### config.mk
export PLATFORM = sky130hd
export DESIGN_NAME = hwh_device_flat
export DESIGN_NICKNAME = d
export VERILOG_FILES = /design/src/core/hwh_pkg.sv /design/src/core/hwh_if.sv /design/src/core/hwh_device.sv /design/src/flat_wrapper.sv
export SDC_FILE = /design/constraint.sdc
export NUM_CORES = 1
export LEC_CHECK = 0
export BUFFER_PORTS_ARGS = -buffer_cell sky130_fd_sc_hd__buf_2
export CAP_MARGIN = 20
export CORE_MARGIN = 2
export CORE_UTILIZATION = 38
export CTS_BUF_LIST = sky130_fd_sc_hd__clkbuf_8
export DETAILED_ROUTE_END_ITERATION = 10
export GPL_ROUTABILITY_DRIVEN = 0
export PLACE_DENSITY_LB_ADDON = 0.15
export REMOVE_ABC_BUFFERS = 1
export SYNTH_ARGS = -nofsm -noshare
export SYNTH_HDL_FRONTEND = slang
export SYNTH_SLANG_ARGS = --single-unit
### constraint.sdc
create_clock -name sys_clk_i -period 2.15 [get_ports sys_clk_i]
set_input_delay 0.215 -clock sys_clk_i [delete_from_list [all_inputs] [get_ports sys_clk_i]]
set_output_delay 0.215 -clock sys_clk_i [all_outputs]
set_load 0.01 [all_outputs]
### src/core/hwh_pkg.sv
// wake-up and ready handshake: shared constants, command kinds and timing counts
// assumes a single 250 MHz system clock on both ends
package hwh_pkg;

	// ----------------------------------------------------------------
	// clock and timing
	// ----------------------------------------------------------------
	localparam int unsigned CLK_MHZ = 250;
	localparam int unsigned CNT_W = 22;
	// longest interrupt pulse before the response goes out anyway
	localparam int unsigned RESP_TIMEOUT_MS = 12;
	localparam int unsigned RESP_TIMEOUT_CYC = RESP_TIMEOUT_MS * 1000 * CLK_MHZ;
	// settling time from a command response into power-down
	localparam int unsigned PD_SETTLE_MS = 1;
	localparam int unsigned PD_SETTLE_CYC = PD_SETTLE_MS * 1000 * CLK_MHZ;
	// oscillator start-up, worst case
	localparam int unsigned OSC_START_US = 2000;
	localparam int unsigned OSC_START_CYC = OSC_START_US * CLK_MHZ;
	// acknowledge pulse on the request line while the device is awake
	localparam int unsigned ACK_PULSE_US = 1;
	localparam int unsigned ACK_PULSE_CYC = ACK_PULSE_US * CLK_MHZ;

	// ----------------------------------------------------------------
	// frame bytes the host side must honour
	// ----------------------------------------------------------------
	// host preamble and postamble byte
	localparam logic [7:0] PREAMBLE_BYTE = 8'h00;
	localparam logic [31:0] VCARD_CFG_BYTES = 32'hD414_0200;
	localparam logic [15:0] STATUS_QUERY_BYTES = 16'hD404;

	// ----------------------------------------------------------------
	// reset values of the handshake lines (released = high)
	// ----------------------------------------------------------------
	localparam logic LINE_RELEASED = 1'b1;
	localparam logic LINE_ASSERTED = 1'b0;

	// ----------------------------------------------------------------
	// acknowledged command kinds reported by the device core
	// ----------------------------------------------------------------
	typedef enum logic [2:0] {
		HWH_CMD_OTHER = 3'h0,
		HWH_CMD_TARGET_INIT = 3'h1,
		HWH_CMD_SAM_LOWBAT = 3'h2,
		HWH_CMD_SAM_CARDEMU = 3'h3,
		HWH_CMD_SAM_VCARD = 3'h4,
		HWH_CMD_POWER_DOWN = 3'h5,
		HWH_CMD_CPU_PD_VAR = 3'h6,
		HWH_CMD_STATUS_QUERY = 3'h7
	} hwh_cmd_e;

endpackage

### src/core/hwh_if.sv
// handshake lines between the transceiver and its host controller
// both lines are active low and idle high; each has a single driver
`timescale 1ns/1ps
interface hwh_if;
	logic host_irq_n; // device to host request line
	logic wake_req_n; // host to device wake / acknowledge line

	modport dev (output host_irq_n, input wake_req_n);
	modport host (input host_irq_n, output wake_req_n);
endinterface

### src/core/hwh_device.sv
// device end of the wake-up / ready handshake
// assumes the command core reports acknowledged commands and rf events on sys_clk_i
`timescale 1ns/1ps
module hwh_device #(
	parameter int unsigned RESP_TIMEOUT = hwh_pkg::RESP_TIMEOUT_CYC, // interrupt timeout
	parameter int unsigned PD_SETTLE = hwh_pkg::PD_SETTLE_CYC, // entry into power-down
	parameter int unsigned OSC_START = hwh_pkg::OSC_START_CYC // oscillator start-up
) (
	input wire logic sys_clk_i, // system clock
	input wire logic resetn_i, // async reset, active low
	hwh_if.dev link, // handshake lines
	input wire logic cmd_ack_i, // pulse: a command was acknowledged
	input wire hwh_pkg::hwh_cmd_e cmd_kind_i, // kind of acknowledged command
	input wire logic rf_field_i, // level: external rf field present
	input wire logic link_rx_i, // pulse: data seen on the active host link
	input wire logic resp_ready_i, // pulse: response frame ready to go
	input wire logic sam_event_i, // pulse: secure module activity
	output logic resp_send_o, // pulse: start sending the response frame
	output logic asleep_o, // level: device is powered down
	output logic low_batt_o, // level: low-battery mode active
	output logic vcard_o // level: virtual card mode active
);
	import hwh_pkg::*;

	// ----------------------------------------------------------------
	// state
	// ----------------------------------------------------------------
	typedef enum logic [5:0] {
		DV_AWAKE = 6'b00_0001,
		DV_PD_SETTLE = 6'b00_0010,
		DV_POWER_DOWN_CMD = 6'b00_0100,
		DV_OSC_START = 6'b00_1000,
		DV_RESP_IRQ = 6'b01_0000,
		DV_SAM_IRQ = 6'b10_0000
	} hwh_dev_state_e;

	typedef struct packed {
		hwh_dev_state_e st;
		logic [CNT_W-1:0] cnt;
		logic req_s1;
		logic req_s2;
		logic req_prev;
		logic irq_n;
		logic resp_send;
		logic asleep;
		logic low_batt;
		logic vcard;
	} hwh_dev_s;

	hwh_dev_s q;
	hwh_dev_s d;
	logic req_fall;
	logic req_low;
	logic pd_cmd;

	// counter load value, the count runs down to zero
	function automatic logic [CNT_W-1:0] cnt_load(input int unsigned cycles);
		cnt_load = CNT_W'(cycles - 1);
	endfunction

	// request line falling edge, taken only from the second sync stage onward
	assign req_fall = q.req_prev & ~q.req_s2;
	assign req_low = ~q.req_s2;

	// commands whose acknowledge sends the device to sleep
	always_comb begin
		pd_cmd = 1'b0;
		if (cmd_ack_i) begin
			case (cmd_kind_i)
				HWH_CMD_TARGET_INIT: pd_cmd = ~rf_field_i;
				HWH_CMD_SAM_LOWBAT: pd_cmd = ~rf_field_i;
				HWH_CMD_SAM_CARDEMU: pd_cmd = ~rf_field_i;
				HWH_CMD_SAM_VCARD: pd_cmd = ~rf_field_i;
				HWH_CMD_POWER_DOWN: pd_cmd = 1'b1;
				HWH_CMD_CPU_PD_VAR: pd_cmd = 1'b1;
				default: pd_cmd = 1'b0;
			endcase
		end
	end

	// ----------------------------------------------------------------
	// next state
	// ----------------------------------------------------------------
	always_comb begin
		d = q;
		d.resp_send = 1'b0;
		// two-stage sync of the request pin, then an edge register
		d.req_s1 = link.wake_req_n;
		d.req_s2 = q.req_s1;
		d.req_prev = q.req_s2;
		if (q.cnt != '0) begin
			d.cnt = q.cnt - 1'b1;
		end
		// mode flags follow the secure-module configuration
		if (cmd_ack_i) begin
			case (cmd_kind_i)
				HWH_CMD_SAM_LOWBAT: begin
					d.low_batt = 1'b1;
					d.vcard = 1'b0;
				end
				HWH_CMD_SAM_CARDEMU: begin
					d.low_batt = 1'b0;
					d.vcard = 1'b0;
				end
				HWH_CMD_SAM_VCARD: begin
					d.low_batt = 1'b0;
					d.vcard = 1'b1;
				end
				HWH_CMD_POWER_DOWN: d.vcard = 1'b0;
				default: d.vcard = q.vcard;
			endcase
		end
		case (q.st)
			DV_AWAKE: begin
				if (resp_ready_i) begin
					if (q.low_batt) begin
						d.resp_send = 1'b1;
					end else begin
						d.irq_n = LINE_ASSERTED;
						d.cnt = cnt_load(RESP_TIMEOUT);
						d.st = DV_RESP_IRQ;
					end
				end else if (sam_event_i && q.vcard && !q.low_batt) begin
					d.irq_n = LINE_ASSERTED;
					d.st = DV_SAM_IRQ;
				end else if (pd_cmd) begin
					d.cnt = cnt_load(PD_SETTLE);
					d.st = DV_PD_SETTLE;
				end
			end
			DV_PD_SETTLE: begin
				// commands in this window are not guarded; the host is told to hold off
				if (q.cnt == '0) begin
					d.asleep = 1'b1;
					d.st = DV_POWER_DOWN_CMD;
				end
			end
			DV_POWER_DOWN_CMD: begin
				if (resp_ready_i && !q.low_batt) begin
					// rf activation woke the core; report straight away
					d.asleep = 1'b0;
					d.irq_n = LINE_ASSERTED;
					d.cnt = cnt_load(RESP_TIMEOUT);
					d.st = DV_RESP_IRQ;
				end else if (sam_event_i && q.vcard && !q.low_batt) begin
					d.asleep = 1'b0;
					d.irq_n = LINE_ASSERTED;
					d.st = DV_SAM_IRQ;
				end else if (link_rx_i || (req_low && !q.low_batt) || rf_field_i) begin
					d.cnt = cnt_load(OSC_START);
					d.st = DV_OSC_START;
				end
			end
			DV_OSC_START: begin
				if (q.cnt == '0) begin
					d.asleep = 1'b0;
					d.st = DV_AWAKE;
				end
			end
			DV_RESP_IRQ: begin
				if (req_fall || q.cnt == '0) begin
					d.resp_send = 1'b1;
					d.irq_n = LINE_RELEASED;
					d.cnt = '0;
					d.st = DV_AWAKE;
				end
			end
			DV_SAM_IRQ: begin
				if (cmd_ack_i && cmd_kind_i == HWH_CMD_STATUS_QUERY) begin
					d.irq_n = LINE_RELEASED;
					d.st = DV_AWAKE;
				end
			end
			default: begin
				d.irq_n = LINE_RELEASED;
				d.st = DV_AWAKE;
			end
		endcase
		if (d.low_batt) begin
			d.irq_n = LINE_RELEASED;
		end
	end

	// ----------------------------------------------------------------
	// registers
	// ----------------------------------------------------------------
	// lines idle high from reset
	always_ff @(posedge sys_clk_i or negedge resetn_i) begin
		if (!resetn_i) begin
			q.st <= DV_AWAKE;
			q.cnt <= '0;
			q.req_s1 <= LINE_RELEASED;
			q.req_s2 <= LINE_RELEASED;
			q.req_prev <= LINE_RELEASED;
			q.irq_n <= LINE_RELEASED;
			q.resp_send <= 1'b0;
			q.asleep <= 1'b0;
			q.low_batt <= 1'b0;
			q.vcard <= 1'b0;
		end else begin
			q <= d;
		end
	end

	assign link.host_irq_n = q.irq_n;
	assign resp_send_o = q.resp_send;
	assign asleep_o = q.asleep;
	assign low_batt_o = q.low_batt;
	assign vcard_o = q.vcard;

endmodule

### src/flat_wrapper.sv
// flat-port wrapper written by rule: the top's interface ports become plain ports
module hwh_device_flat import hwh_pkg::*;
#(
	parameter int unsigned RESP_TIMEOUT = hwh_pkg::RESP_TIMEOUT_CYC,                     
	parameter int unsigned PD_SETTLE = hwh_pkg::PD_SETTLE_CYC,                         
	parameter int unsigned OSC_START = hwh_pkg::OSC_START_CYC                       
)
  (sys_clk_i, resetn_i, cmd_ack_i, cmd_kind_i, rf_field_i, link_rx_i, resp_ready_i, sam_event_i, resp_send_o, asleep_o, low_batt_o, vcard_o, link_host_irq_n, link_wake_req_n);
  hwh_if link_i ();
  input wire logic sys_clk_i;
  input wire logic resetn_i;
  input wire logic cmd_ack_i;
  input wire hwh_pkg::hwh_cmd_e cmd_kind_i;
  input wire logic rf_field_i;
  input wire logic link_rx_i;
  input wire logic resp_ready_i;
  input wire logic sam_event_i;
  output logic resp_send_o;
  output logic asleep_o;
  output logic low_batt_o;
  output logic vcard_o;
  output wire logic [$bits(link_i.host_irq_n)-1:0] link_host_irq_n;
  input wire logic [$bits(link_i.wake_req_n)-1:0] link_wake_req_n;
  assign link_host_irq_n = link_i.host_irq_n;
  assign link_i.wake_req_n = link_wake_req_n;
  hwh_device #(.RESP_TIMEOUT(RESP_TIMEOUT), .PD_SETTLE(PD_SETTLE), .OSC_START(OSC_START)) u_core (.sys_clk_i(sys_clk_i), .resetn_i(resetn_i), .link(link_i), .cmd_ack_i(cmd_ack_i), .cmd_kind_i(cmd_kind_i), .rf_field_i(rf_field_i), .link_rx_i(link_rx_i), .resp_ready_i(resp_ready_i), .sam_event_i(sam_event_i), .resp_send_o(resp_send_o), .asleep_o(asleep_o), .low_batt_o(low_batt_o), .vcard_o(vcard_o));
endmodule
; ---- After elaboration in Yosys (flattened, before gate mapping)
; Index checks and enable logic that the tools add are counted.
[totals]
in_bits = 11
wordCells = 98
regBits = 36
output_inout_bits = 5
[classes]
mux = 37
add_sub_neg = 1
n_bitwise = 3
reduce_logical = 22
eq_ne = 25
[op_table]
columns = op, count
row1 = 28-bit two-way mux, 6
row2 = 22-bit two-way mux, 3
row3 = 22-bit one-hot mux with 3 select lines, 1
row4 = 6-bit one-hot mux with 6 select lines, 1
row5 = 6-bit two-way mux, 5
row6 = 22-bit logical NOT, 1
row7 = 22-bit nonzero test, 1
row8 = "22-bit by 1-bit subtractor with 22-bit output, second input constant", 1
row9 = 1-bit two-way mux, 13
row10 = "3-bit equality test, second input constant", 4
row11 = "2-bit by 1-bit != test with 1-bit output, second input constant", 5
row12 = "3-bit by 1-bit != test with 1-bit output, second input constant", 3
row13 = 1-bit one-hot mux with 2 select lines, 4
row14 = 4-bit AND reduction, 2
row15 = 7-bit AND reduction, 1
row16 = "3-bit by 2-bit equality test with 1-bit output, second input constant", 2
row17 = "6-bit by 1-bit equality test with 1-bit output, second input constant", 1
row18 = "6-bit by 2-bit equality test with 1-bit output, second input constant", 1
row19 = "6-bit by 3-bit equality test with 1-bit output, second input constant", 1
row20 = "6-bit by 4-bit equality test with 1-bit output, second input constant", 1
row21 = "6-bit by 5-bit equality test with 1-bit output, second input constant", 1
row22 = "6-bit equality test, second input constant", 1
row23 = 2-bit OR reduction, 3
row24 = 1-bit logical AND, 5
row25 = 17 further kinds, 21

; ---- Logic depth before layout (Yosys ltp)
; Gate-level depths: netlist of run 1.
[depth]
ltp_word = 8
mapped_depth = 8

; ---- Worst setup path after synthesis of run 1
; OpenSTA, ideal clock, no wires.
[synth_path]
path_type = register to register
start = register u_core.q[30] (netlist bit)
end = register u_core.q[10] (netlist bit)
setup_time_ns = 0.130
path_slack_ns = 0.077
synth_period_minus_slack_ns = 2.073
t_arrival_ns = 1.943
required_ns = 2.020
path_stages_with_launch = 9
path_cell_list = dfstp_2 -> clkbuf_1 -> nor2b_1 -> o21ai_1 -> or2_2 -> clkbuf_1 -> a21boi_0 -> and2_1 -> o21ai_0
[synth_rtl]
columns = item, line
row1 = from (decl), hwh_device.sv:50  ; hwh_dev_s q;

==> results of run 1 <==
==> final timing paths <==
kind / end
worst min register to register: u_core.d[5]$_DFF_PN1_
worst max register to register: u_core.q[23]$_DFF_PN0_
worst max-delay path: u_core.q[23]$_DFF_PN0_
max in group asynchronous: u_core.q[16]$_DFF_PN0_
min in group sys_clk_i: u_core.d[6]$_DFF_PN1_
worst min-delay path: u_core.q[9]$_DFF_PN0_
==> layer usage <==
metal  track usage [%]  vias up  part of all wire, %  wire length [um]
met1              26.8      959                   46              2560
met2              29.2       53                   47              2640
li1                  -      963                    -                 -
met3              3.52       12                  4.4               243
met4              8.28        0                  2.1               117
met5                 0        -                    0                 0
==> power breakdown <==
part | switching [mW] | internal [mW] | leakage [nW] | total (mW)
logic | 0.914 | 0.889 | 0.664 | 1.80
clock network | 0.237 | 0.252 | 0.0538 | 0.489
registers | 0.206 | 0.905 | 0.442 | 1.11
==> synth_stat cells (2+ instances only) <==
library cell  number
dfrtp_1           31
a21oi_1           25
nor2_1            18
xnor2_1           17
o21ai_0           16
nor3_1            15
nand2_1           14
nor4_1             8
dfstp_2            5
inv_1              5
nand3_1            5
or2_2              5
and2_1             4
nand3b_1           4
nand4_1            4
nor2b_1            4
clkbuf_1           3
nor3b_1            3
o21bai_1           3
o31ai_1            3
xor2_1             3
buf_2              2
ha_1               2
nand2b_1           2
nor4_4             2
o21ai_1            2
==> registers in the layout (all words and copies together), names as in the netlist <==
| signal | cells |
|---|---|
| u_core.d | 2 |
| u_core.vcard_o | 1 |
| u_core.resp_send_o | 1 |
| u_core.q | 29 |
| u_core.low_batt_o | 1 |
| u_core.link.host_irq_n | 1 |
| u_core.asleep_o | 1 |
==> repair_timing <==
item,4_1_cts,5_1_grt
endpoints found under the setup margin,11,24
pin swaps,0,23
setup buffers,0,4
resized for setup,1,34
==> through the flow <==
step | worst slack, ns | cells | TNS [ns] | util [%]
5_1_grt | -0.0961 | 360 | -1.14 | 51.4
3_5_place_dp | -0.0663 | 348 | -0.317 | 46.5
4_1_cts | 0.00440 | 356 | 0 | 48.3
2_1_floorplan | -0.372 | 227 | -4.98 | -
6_report | -0.00720 | 360 | -0.00950 | 51.4
3_3_place_gp | -0.0163 | 348 | -0.0523 | 46.5
==> cell type report <==
type	instances	share of cell area, %
Multi-Input combinational cell	186	47.2
Sequential cell	36	32.3
Timing Repair Buffer	53	13.5
Tap cell	72	3.20
Clock buffer	6	2.94
Inverter	5	0.668
Clock inverter	2	0.267
==> cells by family after synthesis <==
| family | count (synthesis) | synth area share [%] |
|---|---|---|
| muxes | 3 | 1.52 |
| buffers and inverters | 10 | 1.86 |
| adders and majority gates | 2 | 1.17 |
| DFF | 36 | 42.2 |
| and+or+nand+nor | 99 | 27.5 |
| AOI/OAI and AO/OA | 62 | 17.5 |
| xor gates and xnor gates | 20 | 8.16 |
==> worst max-delay path, cell delays in order, from the launching register on <==
cell and delay [ns]:
dfrtp_1 0.43, nor4_2 0.34, nand4_2 0.19, nor4_4 0.39, buf_4 0.22, buf_6 0.13
nor4_4 0.04, xnor2_1 0.19, o21ai_1 0.09
==> reports/qor.yml, run 1 <==
run_status: "finished with violations"
violations: "negative setup slack"
ys_ff_latch: 36
die_area_um2: 6270
antenna_found_initial: 0
grt_pass1_vias: 1921
cp_data_required_time_ns: 2.32
power_density_nw_per_um2: 1210
layout-drive-gt1-share_pct: 34.0
post-route-period-util_pct: 100
dieHeight_um: 79.2
finalHoldViolCount: 0
min_path_type: "in -> async"
reg2reg_depth: 8
yosys-top-cells-area: "dfrtp_1 (36%), xnor2_1 (6.9%), dfstp_2 (6.1%)"
portBuffers: 15
crit_path_end_kind: "flop"
drt-wirelength-per-cell_um: 15.5
synthToLayoutAreaGrowth_pct: 30.9
drt-pass1-iter-count: 4
finalSetupViolCount: 3
rsz0062_at_grt: "true"
final_common_cell: "buf_4"
clock_sinks: 36
critical_path_class: "reg -> reg"
post_synth.cell_area_avg_um2: 9.25
grt_max_degree: 37
design.core.area_um2: 5470
dieWidth_um: 79.2
register_area_um2: 907
ir_drop_mv: 0.544
clock_latency_ns: 0.29
fillers: 534
overflow: 0
yosysSeqAreaShare_pct: 42.2
syn_inst: 232
skew_ns: 0.0105
hold_slack_ns: 0.0180
maxSlewHeadroom_pct: 45.2
wl_um: 5560
ys_types: 53
cts_buffer_depth: 2
synthArstFlopShare_pct: 100
root_buffer: "clkbuf_8"
drt_iter0_drc: 137
vias: 1987
placementRows: 27
vias_per_cell: 5.52
cp_max_fo: 6
place_area_um2: 2550
grtUsageTotal_pct: 19.2
synth_top_area_share_pct: 36.1
start_util_pct: 39.2
ys_warn_count: 0
ys.flop_type: "dfrtp_1"
max_cap_violations: 0
tritoncts: "built"
antenna_left: 0
rr_startpoint: "u_core.q[24]$_DFF_PN0_"
critPathArrivalTime_ns: 2.32
yosysTopAreaCell: "dfrtp_1"
finalPower_mw: 3.40
syn_area_um2: 2150
synth_edf_count: 0
nets: 300
final.min_clock_period_ns: 2.16
cellLeakagePower_nw: 1.16
multi_input_area_um2: 1330
final_area_um2: 2810
n_antenna_cell: 0
slew_viol_final: 0
final_cell_mix: "buf_4 (34), dfrtp_1 (31), a21oi_1 (23)"
cts_buffers: 5
grt_pass1_wl_um: 9380
critical_path.startpoint: "u_core.q[24]$_DFF_PN0_"
path_clk_slew_ns: 0.07
ctsHoldBuffers: 0
r2r_setup_slack_ns: -0.007
drcViolationCount: 0
tightestPinTransition_ns: 0.822
dp_hpwl_um: 4090
fmax_mhz: 464
h-tree-depth: 2
worst_setup_path_start_kind: "flop"
pin_count: 16
setup_ws_ns: -0.00720
Note: power is estimated with default switching activity, not from simulation.
==> inputs of run 2 (changes only) <==
Settings changed: CTS_CLUSTER_SIZE from default to 30, RECOVER_POWER from default to 100.
==> reports/qor.yml, run 2 (same netlist as run 1, synthesis figures left out) <==
placementRows: 27
dieWidth_um: 79.2
slew_viol_final: 37
final.min_clock_period_ns: 2.16
finalSetupViolCount: 1
violations: "max-capacitance violations, max-slew violations, negative setup slack"
antenna_found_initial: 0
cts_buffers: 5
rsz0062_at_grt: "true"
clock_latency_ns: 0.29
vias_per_cell: 5.50
final_cell_mix: "buf_4 (34), dfrtp_1 (31), a21oi_1 (23)"
portBuffers: 15
die_area_um2: 6270
largest_reg_flops: 29
start_util_pct: 39.2
worst_setup_path_start_kind: "flop"
fmax_mhz: 464
cellLeakagePower_nw: 1.14
layout-drive-gt1-share_pct: 31.6
grtUsageTotal_pct: 19.2
grt_pass1_wl_um: 9380
antenna_left: 0
tightestPinTransition_ns: 1.96
final_common_cell: "buf_4"
pin_count: 16
maxSlewHeadroom_pct: -30.8
fillers: 538
tns_ns: -0.00715
critical_path_class: "reg -> reg"
dieHeight_um: 79.2
grt_pass1_vias: 1921
ir_drop_mv: 0.535
vias: 1980
pre_cts_slack_ns: -0.0663
overflow: 0
post-route-period-util_pct: 100
final_cells: 360
critPathArrivalTime_ns: 2.32
h-tree-depth: 2
cp_data_required_time_ns: 2.32
setup_ws_ns: -0.00715
grt_max_degree: 37
cts_buffer_depth: 2
root_buffer: "clkbuf_8"
drt-pass1-iter-count: 4
n_antenna_cell: 0
max_cap_violations: 1
drt-wirelength-per-cell_um: 15.4
multi_input_area_um2: 1330
register_area_um2: 907
clock_sinks: 36
cp_max_fo: 6
place_area_um2: 2550
power_density_nw_per_um2: 1210
run_status: "finished with violations"
ctsHoldBuffers: 0
design.core.area_um2: 5470
dp_hpwl_um: 4090
skew_ns: 0.0106
nets: 300
dp.cells: 348
regMostFlops: "u_core.q"
tritoncts: "built"
drcViolationCount: 0
wl_um: 5560
drt_iter0_drc: 138
finalHoldViolCount: 0
path_clk_slew_ns: 0.07
synthToLayoutAreaGrowth_pct: 30.6
utilization_pct: 51.2
crit_path_end_kind: "flop"
min_path_type: "in -> reg"
final_area_um2: 2800
run 2: cell types whose count changed in the layout (fill, tap and decap cells not counted), sizes merged:
cell / before / now
buf: 53 / 47
clkbuf: 6 / 12
run 2: through the flow:
step | hold WS, ns | power, mW
2_1_floorplan | -0.0806 | 2.06
3_3_place_gp | 0.321 | 2.71
3_5_place_dp | 0.321 | 2.71
4_1_cts | 0.0196 | 3.22
5_1_grt | 0.0186 | 3.69
6_report | 0.0276 | 3.39
run 2: worst max-delay path: stages (launching register included):
cell,delay (ns)
dfrtp_1,0.43
nor4_2,0.34
nand4_2,0.19
nor4_4,0.39
buf_4,0.22
buf_6,0.13
nor4_4,0.04
xnor2_1,0.19
o21ai_1,0.09
run 2: cell type report:
| cell class | count | share of cell area, % |
|---|---|---|
| clock buffer | 6 | 2.95 |
| clock inverter | 2 | 0.268 |
| inverter | 5 | 0.669 |
| multi-input combinational | 186 | 47.3 |
| sequential | 36 | 32.4 |
| tap | 72 | 3.21 |
| timing repair buffer | 53 | 13.3 |
run 2: path summary, 6_finish.rpt:
check | cells after the start | start | slack, ns | endpoint
max in group asynchronous | 1 | resetn_i | 0.54 | u_core.q[16]$_DFF_PN0_
max reg2reg | 8 | u_core.q[24]$_DFF_PN0_ | -0.007 | u_core.q[23]$_DFF_PN0_
min | 1 | link_wake_req_n | 0.03 | u_core.d[6]$_DFF_PN1_
min reg2reg | 0 | u_core.d[6]$_DFF_PN1_ | 0.36 | u_core.d[5]$_DFF_PN1_
min in group asynchronous | 1 | resetn_i | 0.47 | u_core.q[9]$_DFF_PN0_
max | 8 | u_core.q[24]$_DFF_PN0_ | -0.007 | u_core.q[23]$_DFF_PN0_
run 2: layer usage:
metal	vias up	track usage (%)	routed length, um
met4	0	8.28	117
li1	964	-	-
met3	12	3.52	199
met1	958	26.8	2580
met5	-	0	0
met2	46	29.2	2660
run 2: report_power, final:
part           internal [mW]  switching [mW]
Combinational          0.884           0.914
Sequential             0.902           0.206
Clock                  0.252           0.236
Total                   2.04            1.36
run 2: repair_timing:
| item | in CTS | in global routing |
|---|---|---|
| resized for setup | 1 | 34 |
| setup buffers | 0 | 4 |
| gates cloned | 0 | 0 |
| endpoints found under the setup margin | 11 | 24 |
| pin swaps | 0 | 23 |
==> inputs of run 3 (changes only) <==
Settings changed: CORE_UTILIZATION 38 to 40.
==> reports/qor.yml, run 3 (same netlist as run 1, synthesis figures left out) <==
combPwrFrac_pct: 52.7
drt-pass1-iter-count: 5
cts_buffers: 5
path_buf_inv: 2
cp_data_required_time_ns: 2.33
setup_ws_ns: 0.0585
path_clk_slew_ns: 0.08
wl_um: 5400
finalHoldViolCount: 0
hold_slack_ns: 0.0190
dieWidth_um: 77.3
maxSlewHeadroom_pct: -27.5
largest_reg_flops: 29
cp_top_family: "simple AND/OR/NAND/NOR gates"
layout-drive-gt1-share_pct: 30.7
crit_path_end_kind: "flop"
p_seq_share_pct: 32.3
synthToLayoutAreaGrowth_pct: 29.4
m1WireLength_um: 2640
critical_path_class: "reg -> reg"
min_path_type: "in -> reg"
dieHeight_um: 77.3
final_cell_mix: "buf_4 (35), dfrtp_1 (30), a21oi_1 (24)"
run_status: "finished with violations"
final.min_clock_period_ns: 2.09
ctsHoldBuffers: 0
critPathArrivalTime_ns: 2.27
cellLeakagePower_nw: 1.14
netSwitchingPower_mw: 1.37
cp_slowest_cell: "dfrtp_1"
final_common_cell: "buf_4"
slew_viol_final: 37
tns_ns: 0
n_antenna_cell: 0
post-route-period-util_pct: 97.3
power_density_nw_per_um2: 1230
root_buffer: "clkbuf_8"
pin_count: 16
vias_per_cell: 5.34
drcViolationCount: 0
finalSetupViolCount: 0
wl_met3_um: 254
clock_sinks: 36
finalPower_mw: 3.41
portBuffers: 15
final_area_um2: 2780
clock_latency_ns: 0.29
design.core.area_um2: 5140
rsz0062_at_grt: "true"
grtUsageTotal_pct: 20.0
skew_ns: 0.00526
max_cap_violations: 1
cts_buffer_depth: 2
top_layer_used: "met4"
h-tree-depth: 2
swShare_pct: 40.3
die_area_um2: 5970
dp_hpwl_um: 4120
start_util_pct: 41.8
placementRows: 26
place_area_um2: 2570
grt_max_degree: 37
vias: 1923
fmax_mhz: 478
internal_power_mw: 2.04
violations: "max-capacitance violations, max-slew violations"
slowest_delay_ns: 0.41
antenna_found_initial: 0
pre_cts_slack_ns: -0.0834
ir_drop_mv: 0.632
p_clk_share_pct: 15.0
nets: 302
cp_max_fo: 4
dr_wl_met2_um: 2450
drt_iter0_drc: 102
worst_setup_path_start_kind: "flop"
path_cells: "nor4_4 > nand4_4 > nor4_4 > buf_4 > o21ai_1 > nor3_2 > buf_4 > a21oi_1"
drt-wirelength-per-cell_um: 15.0
grt_pass1_vias: 1887
regMostFlops: "u_core.q"
tightestPinTransition_ns: 1.91
antenna_left: 0
tritoncts: "built"
overflow: 0
grt_pass1_wl_um: 9340
run 3: cell type report:
class	count	area, um^2
clock buffers	6	82.6
clock inverters	2	10.0
fillers	509	2360
inverters	5	18.8
multi-input cells	186	1280
flip-flops and latches	36	908
well taps	70	87.6
repair buffers	55	388
run 3: stage by stage:
stage	utilization, %	cells
final	54.0	360
after global routing	54.0	360
after CTS	52.5	357
after detailed placement	50.0	348
after global placement	50.0	348
after floorplan	-	227
run 3: repair_timing:
action | 4_1_cts | 5_1_grt
gates resized for setup | 5 | 19
buffers inserted | 1 | 3
setup endpoints to repair | 15 | 23
pin swaps | 5 | 10
run 3: power groups by stage:
stage               logic (mW)  registers [mW]  clock network, mW
finish                    1.80            1.10              0.511
global route              1.99            1.14              0.560
CTS                       1.68            1.09              0.520
detailed placement        1.64            1.10                  0
global placement          1.62            1.10                  0
floorplan                0.955            1.10                  0
run 3: path summary, 6_finish.rpt:
path                                   startpoint                  endpoint  slack, ns  depth (start not counted)
max                        u_core.q[15]$_DFF_PN0_    u_core.q[17]$_DFF_PN0_       0.06                          8
max reg2reg                u_core.q[15]$_DFF_PN0_    u_core.q[17]$_DFF_PN0_       0.06                          8
min reg2reg                 u_core.d[6]$_DFF_PN1_     u_core.d[5]$_DFF_PN1_       0.36                          0
max in group asynchronous                resetn_i    u_core.q[17]$_DFF_PN0_       0.47                          1
min                               link_wake_req_n     u_core.d[6]$_DFF_PN1_       0.02                          1
min in group asynchronous                resetn_i  u_core.q[34]$_DFFE_PN0P_       0.45                          1
run 3: layer usage:
metal / vias to the layer above / global-route usage (%)
met3: 6 / 4.59
met4: 0 / 5.71
met2: 42 / 30.3
met1: 910 / 28.6
met5: - / 0
li1: 965 / -
